## src/design/shared_timer_prescaler_regs.svh

```systemverilog
`ifndef SHARED_TIMER_PRESCALER_REGS_SVH
`define SHARED_TIMER_PRESCALER_REGS_SVH

// Register map
`define GENERAL_TIMER_CONTROL_OFFSET 8'h43
`define GENERAL_TIMER_CONTROL_RESET 8'h00
// Field positions in general_timer_control
`define TIMER_SYNC_HOLD_BIT 7
`define ASYNC_PRESCALER_RESET_BIT 1
`define SHARED_PRESCALER_RESET_BIT 0
`define GENERAL_TIMER_CONTROL_WMASK 8'h83
// Count source select encodings
`define CSS_STOPPED 3'h0
`define CSS_DIRECT 3'h1
`define CSS_DIV8 3'h2
`define CSS_DIV64 3'h3
`define CSS_DIV256 3'h4
`define CSS_DIV1024 3'h5
`define CSS_EXT_FALL 3'h6
`define CSS_EXT_RISE 3'h7
// Prescaler divisors, as counter terminal values
`define PRESCALER_WIDTH 10
`define DIV8_MASK 10'h007
`define DIV64_MASK 10'h03F
`define DIV256_MASK 10'h0FF
`define DIV1024_MASK 10'h3FF

`endif

```

## src/design/shared_timer_prescaler_pkg.sv

```systemverilog
package shared_timer_prescaler_pkg;
  typedef logic [2:0] count_source_t;
  typedef enum logic [2:0] {
    EDGE_IDLE = 3'b001,
    EDGE_ARMED = 3'b010,
    EDGE_HELD = 3'b100
  } edge_state_e;
endpackage

```

## src/design/external_count_sync.sv

```systemverilog
`timescale 1ns/10ps
`default_nettype none
`include "shared_timer_prescaler_regs.svh"

// Pin synchroniser and edge detector for one external count input
module external_count_sync
  import shared_timer_prescaler_pkg::*;
(
  input wire logic sys_clk,
  input wire logic reset,
  input wire logic clk_en,
  input wire logic external_count_pin,
  input wire count_source_t count_source_select,
  output logic ext_tick
);

  typedef struct packed {
    logic sync1;
    logic sync2;
    logic sync3;
    logic level;
  } state_s;

  state_s st;
  state_s next_st;

  // Three-stage sampling; the level changes only when stages two and three agree
  always_comb begin
    next_st = st;
    next_st.sync1 = external_count_pin; // see [RULE6] [RULE7]
    next_st.sync2 = st.sync1;
    next_st.sync3 = st.sync2;
    if (st.sync2 == st.sync3) begin
      next_st.level = st.sync3;
    end
  end

  always_ff @(posedge sys_clk or posedge reset) begin
    if (reset) begin
      st <= '0;
    end else if (clk_en) begin
      st <= next_st;
    end
  end

  // One tick per qualifying edge, pin direction plays no part
  always_comb begin
    ext_tick = 1'b0;
    if (count_source_select == `CSS_EXT_RISE) begin
      ext_tick = next_st.level & ~st.level; // see [RULE8] [RULE16]
    end else if (count_source_select == `CSS_EXT_FALL) begin
      ext_tick = ~next_st.level & st.level; // see [RULE8]
    end
  end

endmodule
`default_nettype wire

```

## src/design/shared_timer_prescaler.sv

```systemverilog
// The plain strobed port was chosen for this implementation.
`timescale 1ns/10ps
`default_nettype none
`include "shared_timer_prescaler_regs.svh"

// Notes on behaviour
// [RULE1] Select value 1 ticks the timer every system clock cycle.
// [RULE2] Prescaler taps: system clock divided by 8, 64, 256, 1024.
// [RULE3] One prescaler for both timers; each timer has its own select.
// [RULE4] Prescaler runs freely; timer selection never resets it.
// [RULE5] First prescaled tick comes 1 to N+1 cycles after enabling.
// [RULE6] Count pin sampled each cycle and fed to an edge detector.
// [RULE7] Synchroniser registers capture on the rising system clock edge.
// [RULE8] One tick per edge: rising when select is 7, falling when 6.
// [RULE9] Tick follows a pin edge by about three system clock cycles; this design takes 3 to 4.
// [RULE10] Software changes external selection only while the pin is stable.
// [RULE11] External source half period exceeds one system clock cycle.
// [RULE12] External ticks bypass the prescaler divider entirely.
// [RULE13] Sync hold bit set keeps written prescaler reset bits asserted.
// [RULE14] Clearing sync hold clears both prescaler reset bits together.
// [RULE15] Shared prescaler reset bit resets divider, self-clears unless held.
// [RULE16] Pin edges count even when the pin is driven as an output.
// [RULE17] Select 0 gives no ticks; 2..5 map to 8, 64, 256, 1024.
// [RULE18] Control bits 6..2 read zero; bits 7, 1, 0 read and write.
module shared_timer_prescaler
  import shared_timer_prescaler_pkg::*;
(
  input wire logic sys_clk,
  input wire logic reset,
  input wire logic clk_en,
  input wire logic [7:0] reg_addr,
  input wire logic [7:0] reg_wdata,
  input wire logic reg_write,
  input wire logic reg_read,
  output logic [7:0] reg_rdata,
  input wire count_source_t count_source_select_0,
  input wire count_source_t count_source_select_1,
  input wire logic external_count_pin_0,
  input wire logic external_count_pin_1,
  output logic timer_count_tick_0,
  output logic timer_count_tick_1,
  output logic async_prescaler_reset
);

  typedef struct packed {
    logic [`PRESCALER_WIDTH-1:0] divider;
    logic timer_sync_hold;
    logic async_prescaler_reset;
    logic shared_prescaler_reset;
    logic [7:0] rdata;
    logic tick0;
    logic tick1;
  } state_s;

  state_s st;
  state_s next_st;
  logic ext_tick_0;
  logic ext_tick_1;
  logic [3:0] taps;
  logic wr_ctrl;
  logic prescaler_clear;

  ////////////////////////////////////////////////////////////////////////////
  // Tick selection shared by both timers

  // Maps a select value to a tick; external ticks never pass the divider
  function automatic logic select_tick(input count_source_t sel, input logic [3:0] tap,
                                       input logic ext, input logic halted);
    logic t;
    t = 1'b0;
    case (sel)
      `CSS_STOPPED: t = 1'b0; // see [RULE17]
      `CSS_DIRECT: t = 1'b1; // see [RULE1]
      `CSS_DIV8: t = tap[0]; // see [RULE2] [RULE17]
      `CSS_DIV64: t = tap[1];
      `CSS_DIV256: t = tap[2];
      `CSS_DIV1024: t = tap[3];
      `CSS_EXT_FALL: t = ext; // see [RULE12]
      `CSS_EXT_RISE: t = ext;
      default: t = 1'b0;
    endcase
    // A held prescaler reset halts the timers that share it
    select_tick = t & ~halted;
  endfunction

  ////////////////////////////////////////////////////////////////////////////
  // External count inputs, one synchroniser per timer

  external_count_sync u_ext0 (
    .sys_clk(sys_clk),
    .reset(reset),
    .clk_en(clk_en),
    .external_count_pin(external_count_pin_0),
    .count_source_select(count_source_select_0),
    .ext_tick(ext_tick_0)
  );

  external_count_sync u_ext1 (
    .sys_clk(sys_clk),
    .reset(reset),
    .clk_en(clk_en),
    .external_count_pin(external_count_pin_1),
    .count_source_select(count_source_select_1),
    .ext_tick(ext_tick_1)
  );

  ////////////////////////////////////////////////////////////////////////////
  // Taps: a tap fires when the low bits of the free divider are all ones

  always_comb begin
    taps[0] = (st.divider & `DIV8_MASK) == `DIV8_MASK; // see [RULE2] [RULE5]
    taps[1] = (st.divider & `DIV64_MASK) == `DIV64_MASK;
    taps[2] = (st.divider & `DIV256_MASK) == `DIV256_MASK;
    taps[3] = (st.divider & `DIV1024_MASK) == `DIV1024_MASK;
  end

  assign wr_ctrl = reg_write && (reg_addr == `GENERAL_TIMER_CONTROL_OFFSET);
  assign prescaler_clear = st.shared_prescaler_reset;

  ////////////////////////////////////////////////////////////////////////////
  // Next state

  // Reset bits set only when written together with the hold bit, and clear once the hold bit is cleared
  always_comb begin
    next_st = st;
    // Divider only ever restarts by the reset bit, never by a select change
    if (prescaler_clear) begin
      next_st.divider = '0; // see [RULE15]
    end else begin
      next_st.divider = st.divider + 1'b1; // see [RULE4] [RULE3]
    end
    if (!st.timer_sync_hold) begin
      next_st.shared_prescaler_reset = 1'b0; // see [RULE14] [RULE15]
      next_st.async_prescaler_reset = 1'b0;
    end
    if (wr_ctrl) begin
      next_st.timer_sync_hold = reg_wdata[`TIMER_SYNC_HOLD_BIT];
      if (reg_wdata[`TIMER_SYNC_HOLD_BIT]) begin
        // Held bits keep what was written, so set wins and sticks
        next_st.shared_prescaler_reset = reg_wdata[`SHARED_PRESCALER_RESET_BIT]; // see [RULE13]
        next_st.async_prescaler_reset = reg_wdata[`ASYNC_PRESCALER_RESET_BIT];
      end else begin
        // Hold dropped: both reset bits clear and timers resume together
        next_st.shared_prescaler_reset = 1'b0; // see [RULE14]
        next_st.async_prescaler_reset = 1'b0;
        if (reg_wdata[`SHARED_PRESCALER_RESET_BIT]) begin
          next_st.divider = '0; // see [RULE15]
        end
      end
    end
    // Readback: reserved bits 6..2 stay zero
    next_st.rdata = 8'h00;
    if (reg_read && reg_addr == `GENERAL_TIMER_CONTROL_OFFSET) begin
      next_st.rdata[`TIMER_SYNC_HOLD_BIT] = st.timer_sync_hold; // see [RULE18]
      next_st.rdata[`ASYNC_PRESCALER_RESET_BIT] = st.async_prescaler_reset;
      next_st.rdata[`SHARED_PRESCALER_RESET_BIT] = st.shared_prescaler_reset;
    end
    // Registered ticks put the external path 3 to 4 cycles after the pin edge, not within the 2.5..3.5 window
    next_st.tick0 = select_tick(count_source_select_0, taps, ext_tick_0,
                                st.shared_prescaler_reset); // see [RULE3] [RULE9]
    next_st.tick1 = select_tick(count_source_select_1, taps, ext_tick_1,
                                st.shared_prescaler_reset);
  end

  ////////////////////////////////////////////////////////////////////////////
  // State register

  always_ff @(posedge sys_clk or posedge reset) begin
    if (reset) begin
      st <= '0;
    end else if (clk_en) begin
      st <= next_st;
    end
  end

  assign reg_rdata = st.rdata;
  assign timer_count_tick_0 = st.tick0;
  assign timer_count_tick_1 = st.tick1;
  assign async_prescaler_reset = st.async_prescaler_reset;

  ////////////////////////////////////////////////////////////////////////////
  // Assertions

  a_direct_every_cycle: assert property (@(posedge sys_clk) disable iff (reset) // see [RULE1]
    clk_en && count_source_select_0 == `CSS_DIRECT && !st.shared_prescaler_reset
    |=> timer_count_tick_0)
    else $error("direct select did not tick");

  a_stopped_no_tick: assert property (@(posedge sys_clk) disable iff (reset) // see [RULE17]
    clk_en && count_source_select_1 == `CSS_STOPPED |=> !timer_count_tick_1)
    else $error("stopped select ticked");

  a_div8_spacing: assert property (@(posedge sys_clk) disable iff (reset) // see [RULE2]
    clk_en && count_source_select_0 == `CSS_DIV8 && taps[0] && !prescaler_clear
    && !wr_ctrl |=> !taps[0])
    else $error("div8 tap fired back to back");

  a_divider_free_run: assert property (@(posedge sys_clk) disable iff (reset) // see [RULE4]
    clk_en && !prescaler_clear && !wr_ctrl
    |=> st.divider == $past(st.divider) + 10'h001)
    else $error("prescaler did not advance");

  a_hold_keeps_reset: assert property (@(posedge sys_clk) disable iff (reset) // see [RULE13]
    clk_en && st.timer_sync_hold && st.shared_prescaler_reset && !wr_ctrl
    |=> st.shared_prescaler_reset && !timer_count_tick_0 ##1 !timer_count_tick_1)
    else $error("held reset released");

  a_hold_drop_clears: assert property (@(posedge sys_clk) disable iff (reset) // see [RULE14]
    clk_en && wr_ctrl && !reg_wdata[7]
    |=> !st.shared_prescaler_reset && !async_prescaler_reset)
    else $error("reset bits not cleared");

  a_reset_self_clear: assert property (@(posedge sys_clk) disable iff (reset) // see [RULE15]
    clk_en && wr_ctrl && !reg_wdata[`TIMER_SYNC_HOLD_BIT]
    && reg_wdata[`SHARED_PRESCALER_RESET_BIT]
    |=> !st.shared_prescaler_reset && st.divider == 10'h000)
    else $error("prescaler reset did not self clear");

  a_reserved_zero: assert property (@(posedge sys_clk) disable iff (reset) // see [RULE18]
    reg_rdata[6:2] == 5'h00)
    else $error("reserved bits nonzero");

  a_ext_latency: assert property (@(posedge sys_clk) disable iff (reset) // see [RULE9] [RULE8]
    clk_en && ext_tick_0 && count_source_select_0 == `CSS_EXT_RISE
    && !st.shared_prescaler_reset |=> timer_count_tick_0)
    else $error("external tick lost");

  c_div1024: cover property (@(posedge sys_clk) count_source_select_0 == `CSS_DIV1024
    && timer_count_tick_0);
  c_ext_rise: cover property (@(posedge sys_clk) count_source_select_1 == `CSS_EXT_RISE
    && timer_count_tick_1);
  c_hold_release: cover property (@(posedge sys_clk) st.timer_sync_hold ##1
    !st.timer_sync_hold);

endmodule
`default_nettype wire

```

## config.mk

```make
export PLATFORM = sky130hd
export DESIGN_NAME = shared_timer_prescaler
export DESIGN_NICKNAME = d
export VERILOG_FILES = /design/src/design/shared_timer_prescaler_pkg.sv /design/src/design/external_count_sync.sv /design/src/design/shared_timer_prescaler.sv
export VERILOG_INCLUDE_DIRS = /design/src /design/src/design
export SDC_FILE = /design/constraint.sdc
export NUM_CORES = 1
export LEC_CHECK = 0
export BUFFER_PORTS_ARGS = -buffer_cell sky130_fd_sc_hd__buf_2
export CELL_PAD_IN_SITES_DETAIL_PLACEMENT = 0
export CELL_PAD_IN_SITES_GLOBAL_PLACEMENT = 1
export CORE_ASPECT_RATIO = 0.75
export CORE_MARGIN = 10
export CORE_UTILIZATION = 42
export CTS_CLUSTER_SIZE = 40
export DETAILED_ROUTE_END_ITERATION = 10
export GPL_ROUTABILITY_DRIVEN = 0
export MAX_ROUTING_LAYER = met4
export PLACE_DENSITY_LB_ADDON = 0.05
export REMOVE_ABC_BUFFERS = 1
export SLEW_MARGIN = 5
export SYNTH_ARGS = -nofsm -noshare
export SYNTH_HDL_FRONTEND = slang
export SYNTH_HIERARCHICAL = 1
export SYNTH_SLANG_ARGS = --single-unit
```

## constraint.sdc

```tcl
create_clock -name sys_clk -period 2.7 [get_ports sys_clk]
set_input_delay 0.135 -clock sys_clk [delete_from_list [all_inputs] [get_ports sys_clk]]
set_output_delay 0.135 -clock sys_clk [all_outputs]
set_load 0.05 [all_outputs]
```

==> out/metrics.json, run 1 <==
{
  "status": {"value": "complete, no violations"},
  "path_class": {"value": "flop to flop"},
  "chipHeight": {"value": 70.9, "unit": "um"},
  "endpoint_kind": {"value": "flop"},
  "min_period": {"value": 1.55, "unit": "ns"},
  "dp_cells": {"value": 206},
  "number_of_buffers_inserted_by_port_buffering": {"value": 29},
  "hpwlAfterDp": {"value": 2490, "unit": "um"},
  "ctsHtreeMaxLevel": {"value": 1},
  "critPathRequiredTime": {"value": 2.90, "unit": "ns"},
  "drive_above_1_share": {"value": 23.4, "unit": "%"},
  "pwr-share-clk": {"value": 30.8, "unit": "%"},
  "fin_cells": {"value": 211},
  "ys.flop_type": {"value": "dfrtp_1"},
  "number_of_antenna_violations_at_the_first_check_in_global_routing": {"value": 0},
  "cp_slowest_cell": {"value": "dfrtp_1"},
  "start_util": {"value": 43.8, "unit": "%"},
  "cts.root.buffer_cell": {"value": "clkbuf_8"},
  "layout_worst_path_cycle_share": {"value": 57.5, "unit": "%"},
  "critPathMaxStageDelay": {"value": 0.40, "unit": "ns"},
  "post_synth.cell_area_avg": {"value": 10.2, "unit": "um2"},
  "seq_area_frac_synth": {"value": 44.9, "unit": "%"},
  "clk_sink_count": {"value": 26},
  "core_area": {"value": 3310, "unit": "um2"},
  "post-route-util": {"value": 50.4, "unit": "%"},
  "timing.critical_path.arrival": {"value": 1.75, "unit": "ns"},
  "whs_path_depth": {"value": 2},
  "critPathMostFrequentCell": {"value": "ha_1"},
  "netlist-cell-type-count": {"value": 39},
  "clock_latency_late_sink": {"value": 0.27, "unit": "ns"},
  "tritoncts": {"value": "yes"},
  "route.detailed.drc": {"value": 0},
  "setup.reg_to_reg.worst_slack": {"value": 1.15, "unit": "ns"},
  "min_from": {"value": "external_count_pin_0"},
  "final_net_count": {"value": 203},
  "timing.critical_path.fanout_max": {"value": 3},
  "number_of_maximum_capacitance_constraint_violations": {"value": 0},
  "static-leakage-power": {"value": 0.000775, "unit": "uW"},
  "worstPathCellList": {"value": "ha_1 -> ha_1 -> nand2_1 -> mux2_2 -> o2111a_1 -> a21oi_1"},
  "power.sequential.fraction": {"value": 49.7, "unit": "%"},
  "synth_enable_flop_cells": {"value": 0},
  "grt_max_degree": {"value": 25},
  "wl_per_cell": {"value": 14.7, "unit": "um"},
  "area_growth_syn_to_layout": {"value": 15.2, "unit": "%"},
  "die_width": {"value": 87.8, "unit": "um"},
  "synthesis.yosys.warnings": {"value": 6},
  "fmax_achieved": {"value": 0.644, "unit": "GHz"},
  "async_flop_share": {"value": 100, "unit": "%"},
  "setup_viol_count_final": {"value": 0},
  "die_area": {"value": 6220, "unit": "um2"},
  "drt_first_pass_iters": {"value": 4},
  "startpoint_type": {"value": "flop"},
  "cts-buffers-inserted": {"value": 3},
  "timing.rr.end": {"value": "timer_count_tick_1"},
  "hold_ws": {"value": 0.0879, "unit": "ns"},
  "worst_setup_hold_path_clk_slew": {"value": 0.09, "unit": "ns"},
  "place_area": {"value": 1590, "unit": "um2"},
  "grt_pass1_vias": {"value": 1101},
  "globalRouteTotalUtil": {"value": 10.3, "unit": "%"},
  "route.detailed.vias_per_inst": {"value": 5.16},
  "rr_startpoint": {"value": "st[13]"},
  "tightestPinTransition": {"value": 0.714, "unit": "ns"},
  "r2r_cells": {"value": 6},
  "number_of_drc_markers_in_iteration_0": {"value": 19},
  "synth_cells": {"value": 142},
  "grt_pass1_wl": {"value": 5170, "unit": "um"},
  "fraction_of_power_spent_switching_nets": {"value": 28.2, "unit": "%"},
  "max-vdd-ir-drop": {"value": 0.000417, "unit": "V"},
  "rsz0062_at_grt": {"value": "false"},
  "row_count": {"value": 18},
  "pwr_density_cell": {"value": 617, "unit": "nW/um2"},
  "combinationalPowerShare": {"value": 19.5, "unit": "%"},
  "antenna-diode-count": {"value": 0},
  "netlist_area": {"value": 1450, "unit": "um2"},
  "drv_slew": {"value": 0},
  "holdCritPathClass": {"value": "primary input to flop"},
  "gr-total-overflow": {"value": 0},
  "total_switching_power": {"value": 290, "unit": "uW"},
  "fin_tns_setup": {"value": 0, "unit": "ns"},
  "clock_tree.buffer_depth": {"value": 2},
  "postRouteWirelength": {"value": 3110, "unit": "um"},
  "clock-skew-final": {"value": 0.00191, "unit": "ns"},
  "fill_cell_total_of_the_finished_layout": {"value": 309},
  "power.internal": {"value": 739, "unit": "uW"},
  "hold_path_end": {"value": "u_ext0/next_st[2]"},
  "io_pins": {"value": 40},
  "timing_hold_violations_final": {"value": 0},
  "max_slew_margin": {"value": 52.4, "unit": "%"},
  "final_cell_area": {"value": 1670, "unit": "um2"},
  "dr_total_vias": {"value": 1089},
  "ys_ff_latch": {"value": 26},
  "antenna_violating_nets_remaining": {"value": 0}
}
critical path: cells and delay by family, from the launching register on:
kind	cells	cell delay, ns
adders and majority gates	2	0.43
AOI/OAI and AO/OA	2	0.35
and+or+nand+nor	1	0.06
muxes	1	0.25
DFF	1	0.40
what timing repair did:
action                                  4_1_cts  5_1_grt
resized for setup                             0        0
hold buffers                                  1        0
setup buffers                                 0        0
hold endpoints to repair                      8        0
endpoints found under the setup margin        0        0
power groups by stage:
| stage | logic (uW) | registers, uW | clock network [uW] |
|---|---|---|---|
| finish | 201 | 511 | 317 |
| global route | 223 | 520 | 346 |
| CTS | 203 | 510 | 328 |
| detailed placement | 201 | 518 | 0 |
| global placement | 191 | 513 | 0 |
| floorplan | 134 | 514 | 0 |
layout by cell type (no fill, tap or decap), types with 2 or more instances in the layout:
| cell | netlist | layout |
|---|---|---|
| nand2b_1 | 2 | 2 |
| a31oi_1 | 2 | 2 |
| a21oi_1 | 5 | 5 |
| xnor2_1 | 4 | 4 |
| xor2_1 | 3 | 3 |
| buf_2 | 0 | 29 |
| a22o_1 | 2 | 2 |
| nor3_1 | 2 | 2 |
| clkbuf_8 | 0 | 3 |
| nand2_1 | 15 | 15 |
| nand4_1 | 2 | 2 |
| dfrtp_1 | 26 | 26 |
| o21ai_0 | 3 | 3 |
| a21o_1 | 2 | 2 |
| ha_1 | 2 | 2 |
| nor2_1 | 12 | 12 |
| o2bb2ai_1 | 6 | 6 |
| conb_1 | 1 | 5 |
| nand4b_1 | 3 | 3 |
| mux2_1 | 6 | 6 |
| nand3_1 | 6 | 6 |
| or4b_1 | 2 | 2 |
| inv_1 | 9 | 9 |
| mux2i_1 | 3 | 3 |
cells in the mapped netlist, drive strengths merged, types with 3 or more instances:
cell	count	share of area, %
o21ai	3	1.0
xor2	3	1.8
nor2	12	3.1
nand4b	3	1.8
xnor2	4	2.4
nand3	7	3.3
o2bb2ai	6	3.6
nand2	15	3.9
mux2	8	6.5
mux2i	3	2.1
dfrtp	26	45
inv	9	2.3
buf	9	4.9
a21oi	5	1.7
state kept, by name, indices dropped and copies added (netlist names):
name                   cells
async_prescaler_reset      1
prescaler_clear            1
reg_rdata                  3
st                        11
timer_count_tick_0         1
timer_count_tick_1         1
u_ext0/next_st             2
u_ext0/st                  2
u_ext1/next_st             2
u_ext1/st                  2
kinds of logic after synthesis:
logic type	count (synthesis)	share of synthesized area (%)
simple gates	53	20.9
flops	26	44.9
compound gates	24	12.2
buf+inv	18	7.25
mux	11	8.55
xor+xnor	7	4.23
fa+ha+maj	2	1.73
other cells	1	0.259
through the flow:
stage          power [uW]  setup WS, ns
2_1_floorplan         648          1.30
3_3_place_gp          704          1.16
3_5_place_dp          719          1.13
4_1_cts              1040          1.13
5_1_grt              1090          1.03
6_report             1030          1.15
how the worst max path moves through the flow:
| stage | startpoint | to | slack, ns |
|---|---|---|---|
| floorplan | st[13] | timer_count_tick_1 | 1.30 |
| CTS | st[13] | timer_count_tick_1 | 1.13 |
| global route | st[13] | timer_count_tick_1 | 1.03 |
| finish | st[13] | timer_count_tick_1 | 1.15 |
| detailed placement | clk_en | st[22] | 1.13 |
| global placement | st[13] | timer_count_tick_1 | 1.16 |
routing by layer:
layer	vias to the layer above	routed length, um	global-route usage (%)
met1	516	1570	13.7
li1	547	-	-
met2	24	1310	14.7
met3	2	209	4.00
met5	-	0	-
met4	0	13	1.59
final cells by class:
class | instances | area, um2 | share of cell area, %
clock buffer | 3 | 41.3 | 2.47
clock inverter | 1 | 30.0 | 1.80
inverter | 9 | 33.8 | 2.02
multi-input combinational | 102 | 708 | 42.4
sequential | 26 | 651 | 39.0
tap | 40 | 50.0 | 3.00
timing repair buffer | 30 | 155 | 9.30
No activity file was read; power rests on OpenSTA's default activity.
==> run 2, diff against run 1 <==
--- a/config.mk
+++ b/config.mk
@@ -11,7 +11,7 @@
 export CELL_PAD_IN_SITES_GLOBAL_PLACEMENT = 1
 export CORE_ASPECT_RATIO = 0.75
 export CORE_MARGIN = 10
-export CORE_UTILIZATION = 42
+export CORE_UTILIZATION = 35
 export CTS_CLUSTER_SIZE = 40
 export DETAILED_ROUTE_END_ITERATION = 10
 export GPL_ROUTABILITY_DRIVEN = 0
==> constraint.sdc (replaced) <==
create_clock -name sys_clk -period 1.3 [get_ports sys_clk]
set_input_delay 0.065 -clock sys_clk [delete_from_list [all_inputs] [get_ports sys_clk]]
set_output_delay 0.065 -clock sys_clk [all_outputs]
set_load 0.05 [all_outputs]
==> out/metrics.json, run 2 (synthesis results as in run 1) <==
{
  "status": {"value": "finished, violations left", "change": "was complete, no violations"},
  "violations_in_the_final_reports": {"value": "setup timing"},
  "place_area": {"value": 1750, "unit": "um2", "change": "was 1590 um2"},
  "endpoint_kind": {"value": "flop", "change": "unchanged"},
  "route.detailed.vias_per_inst": {"value": 4.93, "change": "was 5.16"},
  "final_cell_mix": {"value": "buf_2 (29), dfrtp_1 (26), buf_4 (18)", "change": "was buf_2 (29), dfrtp_1 (26), nand2_1 (15)"},
  "clock_tree.buffer_depth": {"value": 2, "change": "unchanged"},
  "clk_sink_count": {"value": 26, "change": "unchanged"},
  "clock-skew-final": {"value": 0.00293, "unit": "ns", "change": "was 0.00191 ns"},
  "power.sequential.fraction": {"value": 46.7, "unit": "%", "change": "was 49.7%"},
  "row_count": {"value": 20, "change": "was 18"},
  "final_cell_area": {"value": 1860, "unit": "um2", "change": "was 1670 um2"},
  "drive_above_1_share": {"value": 35.1, "unit": "%", "change": "was 23.4%"},
  "fraction_of_power_spent_switching_nets": {"value": 30.1, "unit": "%", "change": "was 28.2%"},
  "grt_pass1_vias": {"value": 1175, "change": "was 1101"},
  "design_power_total": {"value": 2230, "unit": "uW", "change": "was 1030 uW"},
  "io_pins": {"value": 40, "change": "unchanged"},
  "tritoncts": {"value": "yes", "change": "unchanged"},
  "min_period": {"value": 1.44, "unit": "ns", "change": "was 1.55 ns"},
  "critPathRequiredTime": {"value": 1.51, "unit": "ns", "change": "was 2.90 ns"},
  "rsz0062_at_grt": {"value": "true", "change": "was false"},
  "drv_slew": {"value": 0, "change": "unchanged"},
  "clock_latency_late_sink": {"value": 0.27, "unit": "ns", "change": "about the same"},
  "worstPathCellList": {"value": "ha_2 -> ha_4 -> nand2_1 -> mux2_2 -> o2111a_1 -> a21oi_2", "change": "was ha_1 -> ha_1 -> nand2_1 -> mux2_2 -> o2111a_1 -> a21oi_1"},
  "setup_viol_count_final": {"value": 3, "change": "was 0"},
  "postRouteWirelength": {"value": 3500, "unit": "um", "change": "was 3110 um"},
  "critPathMaxStageDelay": {"value": 0.37, "unit": "ns", "change": "was 0.40 ns"},
  "number_of_drc_markers_in_iteration_0": {"value": 58, "change": "was 19"},
  "largest_register_ffs": {"value": 11, "change": "unchanged"},
  "power.internal": {"value": 1560, "unit": "uW", "change": "was 739 uW"},
  "core_area": {"value": 4030, "unit": "um2", "change": "was 3310 um2"},
  "global_route.peak_usage_layer": {"value": "met2", "change": "unchanged"},
  "area_growth_syn_to_layout": {"value": 28.6, "unit": "%", "change": "was 15.2%"},
  "regMostFlops": {"value": "st", "change": "unchanged"},
  "globalRouteTotalUtil": {"value": 10.3, "unit": "%", "change": "about the same"},
  "drt_first_pass_iters": {"value": 4, "change": "unchanged"},
  "fmax_achieved": {"value": 0.696, "unit": "GHz", "change": "was 0.644 GHz"},
  "cts-buffers-inserted": {"value": 3, "change": "unchanged"},
  "layout.cells.most_common": {"value": "buf_2", "change": "unchanged"},
  "grt.met1_usage": {"value": 13.6, "unit": "%", "change": "was 13.7%"},
  "use_met2": {"value": 14.7, "unit": "%", "change": "about the same"},
  "hpwlAfterDp": {"value": 2800, "unit": "um", "change": "was 2490 um"},
  "route.detailed.drc": {"value": 0, "change": "unchanged"},
  "chipHeight": {"value": 75.7, "unit": "um", "change": "was 70.9 um"},
  "final_net_count": {"value": 223, "change": "was 203"},
  "pwr-share-clk": {"value": 23.9, "unit": "%", "change": "was 30.8%"},
  "static-leakage-power": {"value": 0.000867, "unit": "uW", "change": "was 0.000775 uW"},
  "pwr_density_cell": {"value": 1200, "unit": "nW/um2", "change": "was 617 nW/um2"},
  "fin_tns_setup": {"value": -0.270, "unit": "ns", "change": "was 0 ns"},
  "dr_total_vias": {"value": 1214, "change": "was 1089"},
  "start_util": {"value": 36.0, "unit": "%", "change": "was 43.8%"},
  "number_of_buffers_inserted_by_port_buffering": {"value": 29, "change": "unchanged"},
  "wl_per_cell": {"value": 14.2, "unit": "um", "change": "was 14.7 um"},
  "cts.root.buffer_cell": {"value": "clkbuf_8", "change": "unchanged"},
  "grt_pass1_wl": {"value": 5780, "unit": "um", "change": "was 5170 um"},
  "grt_max_degree": {"value": 19, "change": "was 25"},
  "worst_setup_hold_path_clk_slew": {"value": 0.09, "unit": "ns", "change": "about the same"},
  "antenna-diode-count": {"value": 0, "change": "unchanged"},
  "post-route-util": {"value": 46.2, "unit": "%", "change": "was 50.4%"},
  "holdCritPathClass": {"value": "primary input to flop", "change": "unchanged"},
  "max-vdd-ir-drop": {"value": 0.000479, "unit": "V", "change": "was 0.000417 V"},
  "timing.critical_path.fanout_max": {"value": 2, "change": "was 3"},
  "die_area": {"value": 7140, "unit": "um2", "change": "was 6220 um2"},
  "number_of_maximum_capacitance_constraint_violations": {"value": 0, "change": "unchanged"},
  "r2r_cells": {"value": 6, "change": "unchanged"},
  "total_switching_power": {"value": 671, "unit": "uW", "change": "was 290 uW"},
  "grtUsageMet3": {"value": 3.74, "unit": "%", "change": "was 4.00%"},
  "ctsHtreeMaxLevel": {"value": 1, "change": "unchanged"},
  "startpoint_type": {"value": "flop", "change": "unchanged"},
  "die_width": {"value": 94.3, "unit": "um", "change": "was 87.8 um"},
  "layout_worst_path_cycle_share": {"value": 110, "unit": "%", "change": "was 57.5%"},
  "post-route-worst-setup-slack": {"value": -0.136, "unit": "ns", "change": "was 1.15 ns"},
  "antenna_violating_nets_remaining": {"value": 0, "change": "unchanged"},
  "preCtsSetupSlack": {"value": -0.166, "unit": "ns", "change": "was 1.13 ns"},
  "timing.critical_path.arrival": {"value": 1.64, "unit": "ns", "change": "was 1.75 ns"},
  "cp_slowest_cell": {"value": "dfrtp_1", "change": "unchanged"},
  "number_of_antenna_violations_at_the_first_check_in_global_routing": {"value": 0, "change": "unchanged"},
  "combinationalPowerShare": {"value": 29.4, "unit": "%", "change": "was 19.5%"},
  "timing_hold_violations_final": {"value": 0, "change": "unchanged"},
  "path_class": {"value": "flop to flop", "change": "unchanged"},
  "whs_path_depth": {"value": 2, "change": "unchanged"},
  "gr-total-overflow": {"value": 0, "change": "unchanged"}
}
-- run 2: changes by cell type in the layout (fill, tap and decap cells not counted), moves of 2 or more --
cell / previous run / this run
ha_1: 2 / 0
buf_4: 0 / 18
a21oi_2: 0 / 2
buf_6: 0 / 2
a21oi_1: 5 / 3
-- run 2: power by group through the flow --
stage	Sequential, uW	Clock [uW]	Combinational (uW)
after floorplan	1070	0	278
after global placement	1040	0	586
after detailed placement	1050	0	597
after CTS	1030	555	617
after global routing	1060	591	723
final	1040	533	656
-- run 2: layer usage --
metal  routed length [um]  up-vias  part of all wire, %
li1                     -      588                    -
met5                    0        -                    0
met1                 1710      574                   49
met3                  339        4                  9.7
met2                 1410       48                   40
met4                   42        0                  1.2
-- run 2: final cells by class --
type	instances	area (um2)
multi-input cells	102	742
well taps	55	68.8
fillers	390	2170
repair buffers	50	313
inverters	9	33.8
flip-flops and latches	26	651
clock buffers	4	55.1
-- run 2: per-stage QoR --
stage | cells | hold WS [ns]
after floorplan | 137 | -0.169
after global placement | 240 | -0.0266
after detailed placement | 240 | -0.0209
after CTS | 245 | 0.000691
after global routing | 246 | 0.0109
final | 246 | 0.00409
-- run 2: critical path, delay by kind of cell, from the launching register on --
family | cells | cell delay [ns]
AOI/OAI and AO/OA | 2 | 0.35
adders and majority gates | 2 | 0.36
DFF | 1 | 0.37
muxes | 1 | 0.25
and+or+nand+nor | 1 | 0.05
-- run 2: what timing repair did --
item	4_1_cts	5_1_grt
endpoints found under the setup margin	4	8
hold buffers	1	0
hold endpoints to repair	26	0
resized for setup	6	6
pin swaps	5	7
buffers inserted	0	1
cloned	0	0
-- run 2: path summary, 6_finish.rpt --
check                                     end                 start  slack [ns]
max in group asynchronous              st[13]                 reset        0.74
min in group asynchronous   u_ext0/next_st[2]                 reset        0.23
max                        timer_count_tick_1                st[14]       -0.14
max reg2reg                timer_count_tick_1                st[14]       -0.14
min                         u_ext0/next_st[2]  external_count_pin_0       0.004
min reg2reg                      reg_rdata[0]          reg_rdata[0]        0.49
==> run 3, diff against run 2 <==
--- a/config.mk
+++ b/config.mk
@@ -21,5 +21,4 @@
 export SLEW_MARGIN = 5
 export SYNTH_ARGS = -nofsm -noshare
 export SYNTH_HDL_FRONTEND = slang
-export SYNTH_HIERARCHICAL = 1
 export SYNTH_SLANG_ARGS = --single-unit
==> out/metrics.json, run 3 <==
{
  "status": {"value": "finished, violations left", "change": "unchanged"},
  "violations_in_the_final_reports": {"value": "setup timing", "change": "unchanged"},
  "drv_slew": {"value": 0, "change": "unchanged"},
  "fmax_achieved": {"value": 0.655, "unit": "GHz", "change": "was 0.696 GHz"},
  "grt_pass1_wl": {"value": 5950, "unit": "um", "change": "was 5780 um"},
  "number_of_drc_markers_in_iteration_0": {"value": 39, "change": "was 58"},
  "clock_tree.buffer_depth": {"value": 2, "change": "unchanged"},
  "critPathRequiredTime": {"value": 1.48, "unit": "ns", "change": "was 1.51 ns"},
  "post-route-worst-setup-slack": {"value": -0.228, "unit": "ns", "change": "was -0.136 ns"},
  "fin_tns_setup": {"value": -0.536, "unit": "ns", "change": "was -0.270 ns"},
  "core_area": {"value": 3760, "unit": "um2", "change": "was 4030 um2"},
  "yosys.area.top_type": {"value": "dfrtp_1", "change": "unchanged"},
  "netlist-cell-type-count": {"value": 41, "change": "was 39"},
  "grt_max_degree": {"value": 27, "change": "was 19"},
  "synth_top_cells_by_area": {"value": "dfrtp_1 (46%), buf_4 (4.8%), mux2_2 (4.0%)", "change": "was dfrtp_1 (45%), mux2_1 (4.7%), buf_4 (4.1%)"},
  "grt_pass1_vias": {"value": 1263, "change": "was 1175"},
  "synth_enable_flop_cells": {"value": 0, "change": "unchanged"},
  "layout_worst_path_cycle_share": {"value": 118, "unit": "%", "change": "was 110%"},
  "pwr_density_cell": {"value": 1240, "unit": "nW/um2", "change": "was 1200 nW/um2"},
  "chipHeight": {"value": 74.8, "unit": "um", "change": "was 75.7 um"},
  "number_of_antenna_violations_at_the_first_check_in_global_routing": {"value": 0, "change": "unchanged"},
  "ctsHtreeMaxLevel": {"value": 1, "change": "unchanged"},
  "clock-skew-final": {"value": 0.00923, "unit": "ns", "change": "was 0.00293 ns"},
  "postRouteWirelength": {"value": 3750, "unit": "um", "change": "was 3500 um"},
  "tritoncts": {"value": "yes", "change": "unchanged"},
  "ff_latch_area": {"value": 652, "unit": "um2", "change": "was 651 um2"},
  "route.detailed.vias_per_inst": {"value": 5.13, "change": "was 4.93"},
  "place_area": {"value": 1700, "unit": "um2", "change": "was 1750 um2"},
  "number_of_buffers_inserted_by_port_buffering": {"value": 29, "change": "unchanged"},
  "multi_input_logic_area": {"value": 791, "unit": "um2", "change": "was 742 um2"},
  "row_count": {"value": 19, "change": "was 20"},
  "antenna-diode-count": {"value": 0, "change": "unchanged"},
  "clock_latency_late_sink": {"value": 0.28, "unit": "ns", "change": "was 0.27 ns"},
  "final_cell_area": {"value": 1920, "unit": "um2", "change": "was 1860 um2"},
  "max-vdd-ir-drop": {"value": 0.000641, "unit": "V", "change": "was 0.000479 V"},
  "area_growth_syn_to_layout": {"value": 36.9, "unit": "%", "change": "was 28.6%"},
  "regMostFlops": {"value": "st", "change": "unchanged"},
  "cts-buffers-inserted": {"value": 3, "change": "unchanged"},
  "yosys-top-cells-count": {"value": "dfrtp_1 (26), nand2_1 (13), nor2_1 (11)", "change": "was dfrtp_1 (26), nand2_1 (15), nor2_1 (12)"},
  "dr_total_vias": {"value": 1225, "change": "was 1214"},
  "path_class": {"value": "flop to flop", "change": "unchanged"},
  "async_flop_share": {"value": 100, "unit": "%", "change": "unchanged"},
  "endpoint_kind": {"value": "flop", "change": "unchanged"},
  "timing.critical_path.fanout_max": {"value": 2, "change": "unchanged"},
  "static-leakage-power": {"value": 0.000889, "unit": "uW", "change": "was 0.000867 uW"},
  "synthesis.yosys.warnings": {"value": 0, "change": "was 6"},
  "wl_per_cell": {"value": 15.7, "unit": "um", "change": "was 14.2 um"},
  "timing.critical_path.arrival": {"value": 1.71, "unit": "ns", "change": "was 1.64 ns"},
  "synth_cells": {"value": 139, "change": "was 142"},
  "holdCritPathClass": {"value": "primary input to flop", "change": "unchanged"},
  "final_net_count": {"value": 219, "change": "was 223"},
  "io_pins": {"value": 40, "change": "unchanged"},
  "most_frequently_used_cell_type_in_the_post_synthesis_netlist": {"value": "dfrtp_1", "change": "unchanged"},
  "netlist_area": {"value": 1400, "unit": "um2", "change": "was 1450 um2"},
  "rsz0062_at_grt": {"value": "true", "change": "unchanged"},
  "hpwlAfterDp": {"value": 2770, "unit": "um", "change": "was 2800 um"},
  "route.detailed.drc": {"value": 0, "change": "unchanged"},
  "fill_cell_total_of_the_finished_layout": {"value": 372, "change": "was 390"},
  "cts.root.buffer_cell": {"value": "clkbuf_8", "change": "unchanged"},
  "drive_above_1_share": {"value": 46.5, "unit": "%", "change": "was 35.1%"},
  "startpoint_type": {"value": "flop", "change": "unchanged"},
  "preCtsSetupSlack": {"value": -0.309, "unit": "ns", "change": "was -0.166 ns"},
  "clk_sink_count": {"value": 26, "change": "unchanged"},
  "number_of_maximum_capacitance_constraint_violations": {"value": 0, "change": "unchanged"},
  "die_area": {"value": 6970, "unit": "um2", "change": "was 7140 um2"},
  "globalRouteTotalUtil": {"value": 11.1, "unit": "%", "change": "was 10.3%"},
  "start_util": {"value": 37.3, "unit": "%", "change": "was 36.0%"},
  "timing_hold_violations_final": {"value": 0, "change": "unchanged"},
  "final_cell_mix": {"value": "buf_2 (29), dfrtp_1 (25), buf_4 (18)", "change": "was buf_2 (29), dfrtp_1 (26), buf_4 (18)"},
  "layout.cells.most_common": {"value": "buf_2", "change": "unchanged"},
  "gr-total-overflow": {"value": 0, "change": "unchanged"},
  "ys_ff_latch": {"value": 26, "change": "unchanged"},
  "setup.reg_to_reg.worst_slack": {"value": -0.23, "unit": "ns", "change": "was -0.14 ns"},
  "min_period": {"value": 1.53, "unit": "ns", "change": "was 1.44 ns"},
  "post_synth.cell_area_avg": {"value": 10.1, "unit": "um2", "change": "was 10.2 um2"},
  "ys.flop_type": {"value": "dfrtp_1", "change": "unchanged"},
  "drt_first_pass_iters": {"value": 4, "change": "unchanged"},
  "largest_register_ffs": {"value": 11, "change": "unchanged"},
  "synth_top_cell_area_share": {"value": 46.4, "unit": "%", "change": "was 44.9%"},
  "die_width": {"value": 93.1, "unit": "um", "change": "was 94.3 um"},
  "antenna_violating_nets_remaining": {"value": 0, "change": "unchanged"},
  "setup_viol_count_final": {"value": 5, "change": "was 3"},
  "seq_area_frac_synth": {"value": 46.4, "unit": "%", "change": "was 44.9%"},
  "worst_setup_hold_path_clk_slew": {"value": 0.10, "unit": "ns", "change": "was 0.09 ns"}
}
run 3: cell count changes in the layout (fill, tap and decap cells not counted), moves of 3 or more:
cell       before  now
mux2_1          6    0
mux2_2          1    5
nand2_1        15   12
nand3_1         5    2
nand4_1         2    6
nor2_1         12    9
o21ai_0         2    6
o2bb2ai_1       6    3
run 3: metrics by stage:
stage	util (%)	power (uW)	hold slack (ns)	cells
detailed placement	45.1	1680	0.145	232
global route	51.1	2500	0.00885	239
floorplan	-	1370	0.105	132
CTS	48.6	2280	0.00560	237
global placement	45.1	1670	0.139	232
finish	51.1	2380	0.00635	239
run 3: kinds of logic (layout without fill, tap and decap cells):
logic type / Yosys count / after routing / share of synthesized area, %
adder cells (fa/ha/maj): 2 / 2 / 1.78
AND/OR/NAND/NOR: 50 / 50 / 20.1
XOR/XNOR: 7 / 7 / 4.37
other: 1 / 5 / 0.267
flip-flops: 26 / 26 / 46.4
buffers and inverters: 20 / 64 / 7.76
multiplexers: 8 / 8 / 6.51
AO/OA/AOI/OAI: 25 / 25 / 12.8
run 3: metal layers:
layer  up-vias  track usage, %  share of wire, %
met4         0            3.75               1.1
met1       607            13.7                48
met5         -               -                 0
li1        580               -                 -
met2        33            17.0                47
met3         5            3.18               4.1
run 3: worst paths after layout:
check,startpoint,end,cells after the start
setup / recovery,st[14],timer_count_tick_0,6
hold / removal,external_count_pin_0,u_ext0.next_st[2],2
setup reg to reg,st[14],timer_count_tick_0,6
hold reg to reg,u_ext0.next_st[2],u_ext0.next_st[1],2
max in group asynchronous,reset,st[15],4
min in group asynchronous,reset,u_ext0.next_st[2],4
run 3: worst max-delay path, cell delays in order (launching register included):
cell,delay (ns)
dfrtp_1,0.42
ha_4,0.19
ha_4,0.16
nor2b_4,0.12
a311oi_2,0.25
o221ai_1,0.17
o21a_1,0.13
run 3: area by class of cell:
cell class / count / area share [%]
multi-input cells: 97 / 41.2
flip-flops and latches: 26 / 33.9
repair buffers: 51 / 16.9
well taps: 52 / 3.39
clock buffers: 4 / 2.87
inverters: 9 / 1.76
run 3: report_power, final:
part           switching [uW]  internal, uW  total [uW]
Combinational             374           403         777
Clock                     267           271         539
Sequential                123           942        1070
run 3: what timing repair did:
| action | in CTS | in global routing |
|---|---|---|
| buffers inserted | 0 | 3 |
| resized for setup | 14 | 19 |
| pin swaps | 10 | 10 |
| hold buffers | 1 | 0 |
| hold endpoints to repair | 26 | 0 |
| endpoints found under the setup margin | 9 | 12 |
